File: config.mk
export PLATFORM = sky130hd
export DESIGN_NAME = casm_top
export DESIGN_NICKNAME = d
export VERILOG_FILES = /design/src/casm_pkg.sv /design/src/casm_chan_if.sv /design/src/casm_channel.sv /design/src/casm_sync.sv /design/src/casm_top.sv
export SDC_FILE = /design/constraint.sdc
export NUM_CORES = 1
export LEC_CHECK = 0
export BUFFER_PORTS_ARGS = -buffer_cell sky130_fd_sc_hd__buf_2
export CAP_MARGIN = 10
export CELL_PAD_IN_SITES_DETAIL_PLACEMENT = 1
export CELL_PAD_IN_SITES_GLOBAL_PLACEMENT = 1
export CORE_UTILIZATION = 43
export CTS_CLUSTER_DIAMETER = 50
export DETAILED_ROUTE_END_ITERATION = 10
export HOLD_SLACK_MARGIN = 0.02
export PLACE_DENSITY_LB_ADDON = 0.1
export SLEW_MARGIN = 20
export SYNTH_ARGS = -nofsm -noshare
export SYNTH_HDL_FRONTEND = slang
export SYNTH_SLANG_ARGS = --single-unit
File: constraint.sdc
create_clock -name clk -period 3.1 [get_ports clk]
set_clock_uncertainty 0.05 [all_clocks]
set_input_delay 0.465 -clock clk [delete_from_list [all_inputs] [get_ports clk]]
set_output_delay 0.465 -clock clk [all_outputs]
set_load 0.1 [all_outputs]
File: src/casm_pkg.sv
package casm_pkg;

	// array dimensions
	localparam int unsigned NUM_MODULES = 6;
	localparam int unsigned GROUP0_MODULES = 3;
	localparam int unsigned COUNT_BITS = 16;
	localparam int unsigned PWM_NARROW_BITS = 8;
	localparam int unsigned PWM_TEN_BITS = 10;

	// special function register addresses
	localparam logic [7:0] STATUS_ADDR = 8'hA5;
	localparam logic [7:0] MODE_BASE_ADDR = 8'hD9;
	localparam logic [7:0] UNMAPPED_READ = 8'h00;

	// reset values
	localparam logic [7:0] STATUS_RESET = 8'h00;
	localparam logic [7:0] MODE_RESET = 8'h00;

	// status register layout
	localparam int unsigned COUNTER1_ROLLOVER_FLAG_BIT = 7;
	localparam int unsigned COUNTER0_ROLLOVER_FLAG_BIT = 3;
	localparam int unsigned EVT_POS [NUM_MODULES] = '{0, 1, 2, 4, 5, 6};

	// mode register layout
	localparam int unsigned MODE_IRQ_EN_BIT = 7;
	localparam int unsigned MODE_COMP_EN_BIT = 6;
	localparam int unsigned MODE_RISE_BIT = 5;
	localparam int unsigned MODE_FALL_BIT = 4;
	localparam int unsigned MODE_MATCH_BIT = 3;
	localparam int unsigned MODE_TOGGLE_BIT = 2;
	localparam int unsigned MODE_PWM_HI_BIT = 1;
	localparam int unsigned MODE_PWM_LO_BIT = 0;
	localparam logic [7:0] MODE_OUTPUT_MASK = 8'h0F;

	// pwm field codes
	localparam logic [1:0] PWM_OFF = 2'h0;
	localparam logic [1:0] PWM_FIXED8 = 2'h1;
	localparam logic [1:0] PWM_PROG8 = 2'h2;
	localparam logic [1:0] PWM_WIDE = 2'h3;

	// decoded module function, as seen by software
	typedef enum logic [3:0] {
		FUNC_IDLE = 4'h0,
		FUNC_PWM8_FIXED = 4'h1,
		FUNC_PWM8_PROG = 4'h2,
		FUNC_PWM_WIDE = 4'h3,
		FUNC_TOGGLE = 4'h4,
		FUNC_SW_TIMER = 4'h5,
		FUNC_CAP_FALL = 4'h6,
		FUNC_CAP_RISE = 4'h7,
		FUNC_CAP_BOTH = 4'h8,
		FUNC_UNDEFINED = 4'hF
	} casm_func_type;

endpackage : casm_pkg

File: src/casm_chan_if.sv
`timescale 1ns/100ps
interface casm_chan_if;
	logic [7:0] mode;
	logic [15:0] count;
	logic [15:0] compare;
	logic ten_bit;
	logic pin_level;
	logic event_pulse;
	logic capture_pulse;
	logic [15:0] capture_value;
	logic pin_out;
	logic pin_oe_n;

	// the array control side feeds settings and sampled pin level
	modport ctrl (
		output mode, count, compare, ten_bit, pin_level,
		input event_pulse, capture_pulse, capture_value, pin_out, pin_oe_n
	);

	// one timer/capture module
	modport chan (
		input mode, count, compare, ten_bit, pin_level,
		output event_pulse, capture_pulse, capture_value, pin_out, pin_oe_n
	);
endinterface : casm_chan_if

File: src/casm_channel.sv
`timescale 1ns/100ps
module casm_channel (
	input logic clk,
	input logic rst_n,
	casm_chan_if.chan link
);
	typedef struct packed {
		logic primed;
		logic pin_prev;
		logic equal_prev;
		logic toggle_level;
		logic pin_out;
		logic pin_oe_n;
		logic event_pulse;
		logic capture_pulse;
		logic [15:0] capture_value;
	} casm_chan_state_type;

	casm_chan_state_type state_q;
	casm_chan_state_type state_d;
	logic comp_en;
	logic rise_en;
	logic fall_en;
	logic match_en;
	logic toggle_en;
	logic [1:0] pwm_sel;
	logic capture_mode;
	logic equal_now;
	logic match_pulse;
	logic rise_seen;
	logic fall_seen;
	logic capture_hit;
	logic pwm_level;

	// mode field split
	assign comp_en = link.mode[casm_pkg::MODE_COMP_EN_BIT];
	assign rise_en = link.mode[casm_pkg::MODE_RISE_BIT];
	assign fall_en = link.mode[casm_pkg::MODE_FALL_BIT];
	assign match_en = link.mode[casm_pkg::MODE_MATCH_BIT];
	assign toggle_en = link.mode[casm_pkg::MODE_TOGGLE_BIT];
	assign pwm_sel = link.mode[casm_pkg::MODE_PWM_HI_BIT:
		casm_pkg::MODE_PWM_LO_BIT];

	// capture ignores irq and comparator enables
	assign capture_mode = (rise_en | fall_en) &
		((link.mode & casm_pkg::MODE_OUTPUT_MASK) == '0);

	// comparator: one pulse per arrival at the compare value
	assign equal_now = comp_en & (link.count == link.compare);
	assign match_pulse = equal_now & ~state_q.equal_prev;

	// edge detection on the synchronised pin, quiet until primed
	assign rise_seen = state_q.primed & link.pin_level & ~state_q.pin_prev;
	assign fall_seen = state_q.primed & ~link.pin_level & state_q.pin_prev;
	assign capture_hit = capture_mode &
		((rise_seen & rise_en) | (fall_seen & fall_en));

	// pwm waveform, high while the count is below the compare value
	always_comb begin
		pwm_level = 1'b0;
		case (pwm_sel)
			casm_pkg::PWM_FIXED8: begin
				pwm_level = link.count[casm_pkg::PWM_NARROW_BITS-1:0] <
					link.compare[casm_pkg::PWM_NARROW_BITS-1:0];
			end
			casm_pkg::PWM_PROG8: begin
				pwm_level = link.count[casm_pkg::PWM_NARROW_BITS-1:0] <
					link.compare[casm_pkg::PWM_NARROW_BITS-1:0];
			end
			casm_pkg::PWM_WIDE: begin
				if (link.ten_bit) begin
					pwm_level = link.count[casm_pkg::PWM_TEN_BITS-1:0] <
						link.compare[casm_pkg::PWM_TEN_BITS-1:0];
				end else begin
					pwm_level = link.count < link.compare;
				end
			end
			default: begin
				pwm_level = 1'b0;
			end
		endcase
	end

	// next state of the module
	always_comb begin
		state_d = state_q;
		state_d.primed = 1'b1;
		state_d.pin_prev = link.pin_level;
		state_d.equal_prev = equal_now;
		if (comp_en && toggle_en && match_pulse) begin
			state_d.toggle_level = ~state_q.toggle_level;
		end
		state_d.event_pulse = capture_hit |
			(match_pulse & match_en & (pwm_sel == casm_pkg::PWM_OFF));
		state_d.capture_pulse = capture_hit;
		if (capture_hit) begin
			state_d.capture_value = link.count;
		end
		if (pwm_sel != casm_pkg::PWM_OFF) begin
			state_d.pin_oe_n = 1'b0;
			state_d.pin_out = pwm_level & comp_en;
		end else if (comp_en && toggle_en) begin
			state_d.pin_oe_n = 1'b0;
			state_d.pin_out = state_d.toggle_level;
		end else begin
			state_d.pin_oe_n = 1'b1;
			state_d.pin_out = 1'b0;
		end
	end

	always_ff @(posedge clk or negedge rst_n) begin
		if (!rst_n) begin
			state_q <= '{pin_oe_n: 1'b1, default: '0};
		end else begin
			state_q <= state_d;
		end
	end

	assign link.event_pulse = state_q.event_pulse;
	assign link.capture_pulse = state_q.capture_pulse;
	assign link.capture_value = state_q.capture_value;
	assign link.pin_out = state_q.pin_out;
	assign link.pin_oe_n = state_q.pin_oe_n;
endmodule : casm_channel

File: src/casm_sync.sv
`timescale 1ns/100ps
module casm_sync #(
	parameter int unsigned WIDTH = 6
) (
	input logic clk,
	input logic rst_n,
	input logic [WIDTH-1:0] async_in,
	output logic [WIDTH-1:0] sync_out
);
	typedef struct packed {
		logic [WIDTH-1:0] meta;
		logic [WIDTH-1:0] stable;
	} casm_sync_state_type;

	casm_sync_state_type state_q;
	casm_sync_state_type state_d;

	// two flops; only the second stage is visible
	always_comb begin
		state_d.meta = async_in;
		state_d.stable = state_q.meta;
	end

	always_ff @(posedge clk or negedge rst_n) begin
		if (!rst_n) begin
			state_q <= '0;
		end else begin
			state_q <= state_d;
		end
	end

	assign sync_out = state_q.stable;
endmodule : casm_sync

File: src/casm_top.sv
// Notes on behaviour
// - rollover sets status bit seven or three
// - overflow interrupts only with rollover enable
// - software sets or clears overflow; hardware never clears
// - match or capture sets module event flag
// - event flags hold until software clears them
// - eight sources ORed into one interrupt
// - event flag interrupts only with mode bit seven
// - bit six enables the comparator
// - bit five captures count on rising pin
// - bit four captures count on falling pin
// - both bits capture on every pin transition
// - capture ignores irq and comparator enables
// - toggle bit inverts pin on each match
// - pwm code one: fixed 8-bit pwm
// - pwm code two: programmable 8-bit pwm
// - pwm code three: 10 or 16-bit pwm
// - nonzero pwm field drives the pin
// - ten-bit select: zero 16-bit, one 10-bit
// - all-zero mode means idle; all reset zero
`timescale 1ns/100ps
module casm_top #(
	parameter logic [7:0] MODE_BASE = casm_pkg::MODE_BASE_ADDR
) (
	input logic clk,
	input logic rst_n,
	input logic [7:0] sfr_addr,
	input logic sfr_wr,
	input logic sfr_rd,
	input logic [7:0] sfr_wdata,
	output logic [7:0] sfr_rdata,
	input logic [15:0] counter0_value,
	input logic [15:0] counter1_value,
	input logic counter0_rollover,
	input logic counter1_rollover,
	input logic counter0_rollover_irq_enable,
	input logic counter1_rollover_irq_enable,
	input logic counter0_ten_bit_pwm_select,
	input logic counter1_ten_bit_pwm_select,
	input logic [5:0][15:0] module_compare,
	input logic [5:0] module_pin_in,
	output logic [5:0] module_pin_out,
	output logic [5:0] module_pin_oe_n,
	output logic [5:0][15:0] capture_value,
	output logic [5:0] capture_strobe,
	output casm_pkg::casm_func_type [5:0] module_function,
	output logic array_irq
);
	localparam int unsigned N = casm_pkg::NUM_MODULES;

	typedef struct packed {
		logic [7:0] flags;
		logic [5:0][7:0] mode;
		logic [7:0] rdata;
	} casm_top_state_type;

	casm_top_state_type state_q;
	casm_top_state_type state_d;
	logic [N-1:0] pin_level;
	logic [N-1:0] evt_set;
	logic [N-1:0] evt_irq_term;
	logic [7:0] flag_set;
	logic [7:0] status_base;
	logic [7:0] mode_offset;
	logic status_hit;
	logic mode_hit;
	logic [7:0] read_value;
	logic ovf_irq_term;

	// decode one mode register into the function it selects
	function automatic casm_pkg::casm_func_type casm_decode(
		input logic [7:0] mode
	);
		logic comp;
		logic rise;
		logic fall;
		logic match;
		logic tog;
		logic [1:0] pwm;
		comp = mode[casm_pkg::MODE_COMP_EN_BIT];
		rise = mode[casm_pkg::MODE_RISE_BIT];
		fall = mode[casm_pkg::MODE_FALL_BIT];
		match = mode[casm_pkg::MODE_MATCH_BIT];
		tog = mode[casm_pkg::MODE_TOGGLE_BIT];
		pwm = mode[casm_pkg::MODE_PWM_HI_BIT:casm_pkg::MODE_PWM_LO_BIT];
		casm_decode = casm_pkg::FUNC_UNDEFINED;
		if (mode == casm_pkg::MODE_RESET) begin
			casm_decode = casm_pkg::FUNC_IDLE;
		end else if (rise | fall) begin
			if ((mode & casm_pkg::MODE_OUTPUT_MASK) == '0) begin
				if (rise && fall) begin
					casm_decode = casm_pkg::FUNC_CAP_BOTH;
				end else if (rise) begin
					casm_decode = casm_pkg::FUNC_CAP_RISE;
				end else begin
					casm_decode = casm_pkg::FUNC_CAP_FALL;
				end
			end
		end else if (comp && pwm != casm_pkg::PWM_OFF) begin
			if (!match && !tog) begin
				case (pwm)
					casm_pkg::PWM_FIXED8: begin
						casm_decode = casm_pkg::FUNC_PWM8_FIXED;
					end
					casm_pkg::PWM_PROG8: begin
						casm_decode = casm_pkg::FUNC_PWM8_PROG;
					end
					default: begin
						casm_decode = casm_pkg::FUNC_PWM_WIDE;
					end
				endcase
			end
		end else if (comp && match) begin
			if (tog) begin
				casm_decode = casm_pkg::FUNC_TOGGLE;
			end else begin
				casm_decode = casm_pkg::FUNC_SW_TIMER;
			end
		end
	endfunction : casm_decode

	// module pins come from outside the clock domain
	casm_sync #(
		.WIDTH(N)
	) casm_sync_i (
		.clk(clk),
		.rst_n(rst_n),
		.async_in(module_pin_in),
		.sync_out(pin_level)
	);

	// one timer/capture module per channel
	generate
		for (genvar g = 0; g < N; g++) begin : g_module
			casm_chan_if link ();

			assign link.mode = state_q.mode[g];
			assign link.pin_level = pin_level[g];
			assign link.compare = module_compare[g];
			// first group runs on counter 0, second on counter 1
			if (g < casm_pkg::GROUP0_MODULES) begin : g_grp0
				assign link.count = counter0_value;
				assign link.ten_bit = counter0_ten_bit_pwm_select;
			end else begin : g_grp1
				assign link.count = counter1_value;
				assign link.ten_bit = counter1_ten_bit_pwm_select;
			end

			casm_channel casm_channel_i (
				.clk(clk),
				.rst_n(rst_n),
				.link(link)
			);

			assign evt_set[g] = link.event_pulse;
			assign capture_strobe[g] = link.capture_pulse;
			assign capture_value[g] = link.capture_value;
			assign module_pin_out[g] = link.pin_out;
			assign module_pin_oe_n[g] = link.pin_oe_n;
			assign module_function[g] = casm_decode(state_q.mode[g]);

			// event flag gated by the module irq enable
			assign evt_irq_term[g] =
				state_q.flags[casm_pkg::EVT_POS[g]] &
				state_q.mode[g][casm_pkg::MODE_IRQ_EN_BIT];
		end
	endgenerate

	// register address decode
	assign status_hit = sfr_addr == casm_pkg::STATUS_ADDR;
	assign mode_offset = sfr_addr - MODE_BASE;
	assign mode_hit = mode_offset < 8'(N);

	// read multiplexer, unmapped addresses read zero
	always_comb begin
		read_value = casm_pkg::UNMAPPED_READ;
		if (status_hit) begin
			read_value = state_q.flags;
		end else if (mode_hit) begin
			read_value = state_q.mode[mode_offset[2:0]];
		end
	end

	// hardware set sources for the status register
	always_comb begin
		flag_set = '0;
		flag_set[casm_pkg::COUNTER1_ROLLOVER_FLAG_BIT] = counter1_rollover;
		flag_set[casm_pkg::COUNTER0_ROLLOVER_FLAG_BIT] = counter0_rollover;
		for (int i = 0; i < N; i++) begin
			flag_set[casm_pkg::EVT_POS[i]] = evt_set[i];
		end
	end

	// register file next state; a hardware set wins over a clear
	always_comb begin
		state_d = state_q;
		status_base = state_q.flags;
		if (sfr_wr && status_hit) begin
			status_base = sfr_wdata;
		end
		state_d.flags = status_base | flag_set;
		for (int i = 0; i < N; i++) begin
			if (sfr_wr && mode_hit && mode_offset == 8'(i)) begin
				state_d.mode[i] = sfr_wdata;
			end
		end
		if (sfr_rd) begin
			state_d.rdata = read_value;
		end
	end

	always_ff @(posedge clk or negedge rst_n) begin
		if (!rst_n) begin
			state_q.flags <= casm_pkg::STATUS_RESET;
			state_q.mode <= {N{casm_pkg::MODE_RESET}};
			state_q.rdata <= casm_pkg::UNMAPPED_READ;
		end else begin
			state_q <= state_d;
		end
	end

	// overflow flags gated by each counter's rollover enable
	assign ovf_irq_term =
		(state_q.flags[casm_pkg::COUNTER1_ROLLOVER_FLAG_BIT] &
		counter1_rollover_irq_enable) |
		(state_q.flags[casm_pkg::COUNTER0_ROLLOVER_FLAG_BIT] &
		counter0_rollover_irq_enable);

	// one combined interrupt for all eight sources
	assign array_irq = ovf_irq_term | (|evt_irq_term);

	assign sfr_rdata = state_q.rdata;
endmodule : casm_top

==> results.json <==
{
  "synth_area_per_cell_um2": 10.3,
  "grt_pass1_wl_um": 64000,
  "rsz0062_at_grt": "false",
  "syn2layout_area_growth_pct": 18.4,
  "clk_latency_ps": 500,
  "synth-edff-count": 0,
  "syn_nets": 1606,
  "core_area_mm2": 0.0309,
  "grt_use_total": 0.248,
  "min_path_type": "in -> reg",
  "clock-sinks": 215,
  "fin_setup_tns_ps": 0,
  "worstPathRequired_ps": 2580,
  "maxCapViolCount": 0,
  "crit_buf_inv": 3,
  "clock-root-buffer": "clkbuf_16",
  "drt_first_iter_violations": 453,
  "nFillCells": 3476,
  "wl_per_cell_um": 20.5,
  "wirelength_um": 39800,
  "period_needed_ps": 3000,
  "place_congestion": 0.803,
  "initial_utilization": 0.442,
  "vias_per_cell": 5.45,
  "rows": 64,
  "yosys_warnings": 0,
  "start_kind": "flop",
  "critPathMaxStageDelay_ps": 440,
  "pre_cts_ws_ps": 423,
  "nets": 1810,
  "worstMarginPinSlew_ps": 572,
  "crit_path_end_kind": "primary output",
  "leakage_nw": 8.53,
  "status": "finished, final reports clean",
  "vias": 10608,
  "die_w_um": 180,
  "drc": 0,
  "syn-instance-count": 1320,
  "cts.path.max_buffers": 3,
  "dp_hpwl_um": 29900,
  "io_pins": 307,
  "crit_type": "reg -> out",
  "final_common_cell": "buf_2",
  "htree_num_levels": 2,
  "fmax_mhz": 334,
  "portBuffers": 306,
  "fp.dieH_um": 180,
  "crit_slowest_cell": "dfrtp_1",
  "netlist_area_mm2": 0.0136,
  "crit_fanout": 9,
  "regArea_mm2": 0.00539,
  "synthDistinctLibCells": 68,
  "path_clk_slew_ps": 60,
  "peakVddDrop_uv": 743,
  "grt_max_degree": 70,
  "overflow": 0,
  "multiInputGateArea_mm2": 0.00674,
  "path_cells": "inv_1 > ha_1 > inv_1 > nand3_1 > a2111oi_0 > nor2_1 > buf_2",
  "drive_gt1_frac": 0.371,
  "timing.final.crit_share": 0.967,
  "antenna_found_initial": 2,
  "ys_async_sr_fraction": 1.00,
  "numCtsBuffers": 34,
  "finalSetupViolCount": 0,
  "p_total_mw": 11.1,
  "crit_top_cell": "inv_1",
  "cts_tree": "done",
  "die_area_mm2": 0.0325,
  "dr.pass1.iters": 4,
  "grt_pass1_vias": 11428,
  "cp_top_family": "buffers and inverters",
  "fin_ws_ps": 103,
  "synth_flop_cell": "dfrtp_1",
  "hold_slack_ps": 95.9,
  "ant_nets": 0,
  "pwr_density_cell_mw_per_mm2": 688,
  "ys_seq_elements": 215,
  "ys_seq_area_frac": 0.395,
  "final_cell_mix": "buf_2 (298), dfrtp_1 (206), mux2_2 (144)",
  "max-slew-margin-rel": 0.617,
  "hold_viol": 0,
  "worst-endpoint-arrival_ps": 2480,
  "drv_slew": 0
}
[path summary, 6_finish.rpt]
path	startpoint	end	slack [ps]	cells after the start
min in group asynchronous	rst_n	g_module[4].casm_channel_i.link.capture_value[5]$_DFFE_PN0P_	430	2
worst max register to register	g_module[5].link.mode[0]$_DFFE_PN0P_	flop	740	7
worst max-delay path	g_module[3].link.mode[0]$_DFFE_PN0P_	module_function[13]	100	7
max in group asynchronous	rst_n	g_module[2].casm_channel_i.link.pin_oe_n$_DFF_PN1_	1730	3
worst min register to register	casm_sync_i.state_d[4]$_DFF_PN0_	casm_sync_i.sync_out[4]$_DFF_PN0_	300	0
worst min-delay path	counter1_rollover	state_q[63]$_DFF_PN0_	100	2
[registers in the layout (all words and copies together), names as in the netlist]
name / cells
g_module.casm_channel_i.link.event_pulse: 6
g_module.casm_channel_i.link.capture_value: 96
casm_sync_i.state_d: 6
state_q: 8
g_module.casm_channel_i.link.capture_pulse: 6
g_module.link.mode: 48
sfr_rdata: 8
casm_sync_i.sync_out: 6
g_module.casm_channel_i.link.pin_oe_n: 6
g_module.casm_channel_i.state_q: 19
g_module.casm_channel_i.link.pin_out: 6
[routing by layer]
layer	vias to the layer above	wire, um	track usage
met2	285	19300	0.420
met5	-	0	0
met3	65	2470	0.0556
met1	5258	17300	0.319
li1	5000	-	-
met4	0	802	0.0656
[repair_timing]
item,in CTS,in global routing
setup buffers,0,3
hold endpoints to repair,57,0
hold buffers,7,0
pin swaps,0,2
endpoints found under the setup margin,5,10
resized for setup,6,16
[layout make-up]
type	count	share of cell area
inverters	123	0.0286
repair buffers	333	0.112
clock buffers	42	0.0603
diodes	1	0.000155
multi-input cells	817	0.417
well taps	396	0.0307
clock inverters	18	0.0168
flip-flops and latches	215	0.334
[kinds of logic after synthesis]
family          after synthesis  share of synthesized area
compound gates              220                      0.110
xor+xnor                      9                    0.00578
fa+ha+maj                   126                      0.116
buf+inv                     288                      0.116
flops                       215                      0.395
mux                         161                      0.139
other cells                   1                   0.000275
simple gates                300                      0.119
[metrics by stage]
step,cells,util,cell area (um2)
final,1945,0.523,16200
after global routing,1945,0.523,16200
after CTS,1941,0.521,16100
after detailed placement,1874,0.477,14800
after global placement,1874,0.477,14800
after floorplan,1320,-,13700
[synthesized netlist by cell type (4+ instances only)]
master,instances,area share
a211o_1,10,0.0064
a211oi_1,8,0.0044
a21o_1,7,0.0039
a21oi_1,60,0.022
a22o_1,10,0.0064
a22oi_1,14,0.0077
a31oi_1,17,0.0078
and2_1,9,0.0041
and3_1,27,0.012
and4_1,5,0.0032
buf_2,17,0.0062
buf_4,125,0.069
clkbuf_1,20,0.0055
dfrtp_1,209,0.38
dfstp_2,6,0.012
ha_1,126,0.12
inv_1,123,0.034
mux2_2,144,0.12
mux2i_1,8,0.0059
mux4_2,8,0.013
nand2_1,64,0.018
nand3_1,35,0.013
nand3b_1,12,0.0066
nand4_1,20,0.0092
nor2_1,60,0.017
nor2b_1,14,0.0064
nor3_1,13,0.0048
nor4_1,11,0.0050
o2111ai_1,14,0.0090
o211ai_1,14,0.0077
o21ai_0,31,0.011
o21bai_1,4,0.0022
o41ai_1,4,0.0026
or3_1,12,0.0055
xor2_1,6,0.0039
[where the power goes]
part / switching, mW / total, mW / internal (mW)
registers: 0.193 / 3.28 / 3.08
clock network: 1.41 / 4.16 / 2.75
logic: 2.92 / 3.69 / 0.766
[worst reg2reg max path, stage by stage (launching register included)]
cell and delay, ps:
dfrtp_1 440, inv_1 110, ha_1 320, inv_1 180, nor3_1 260, and3_1 190
buf_4 290, mux2_2 410
Note: power is estimated with default switching activity, not from simulation.
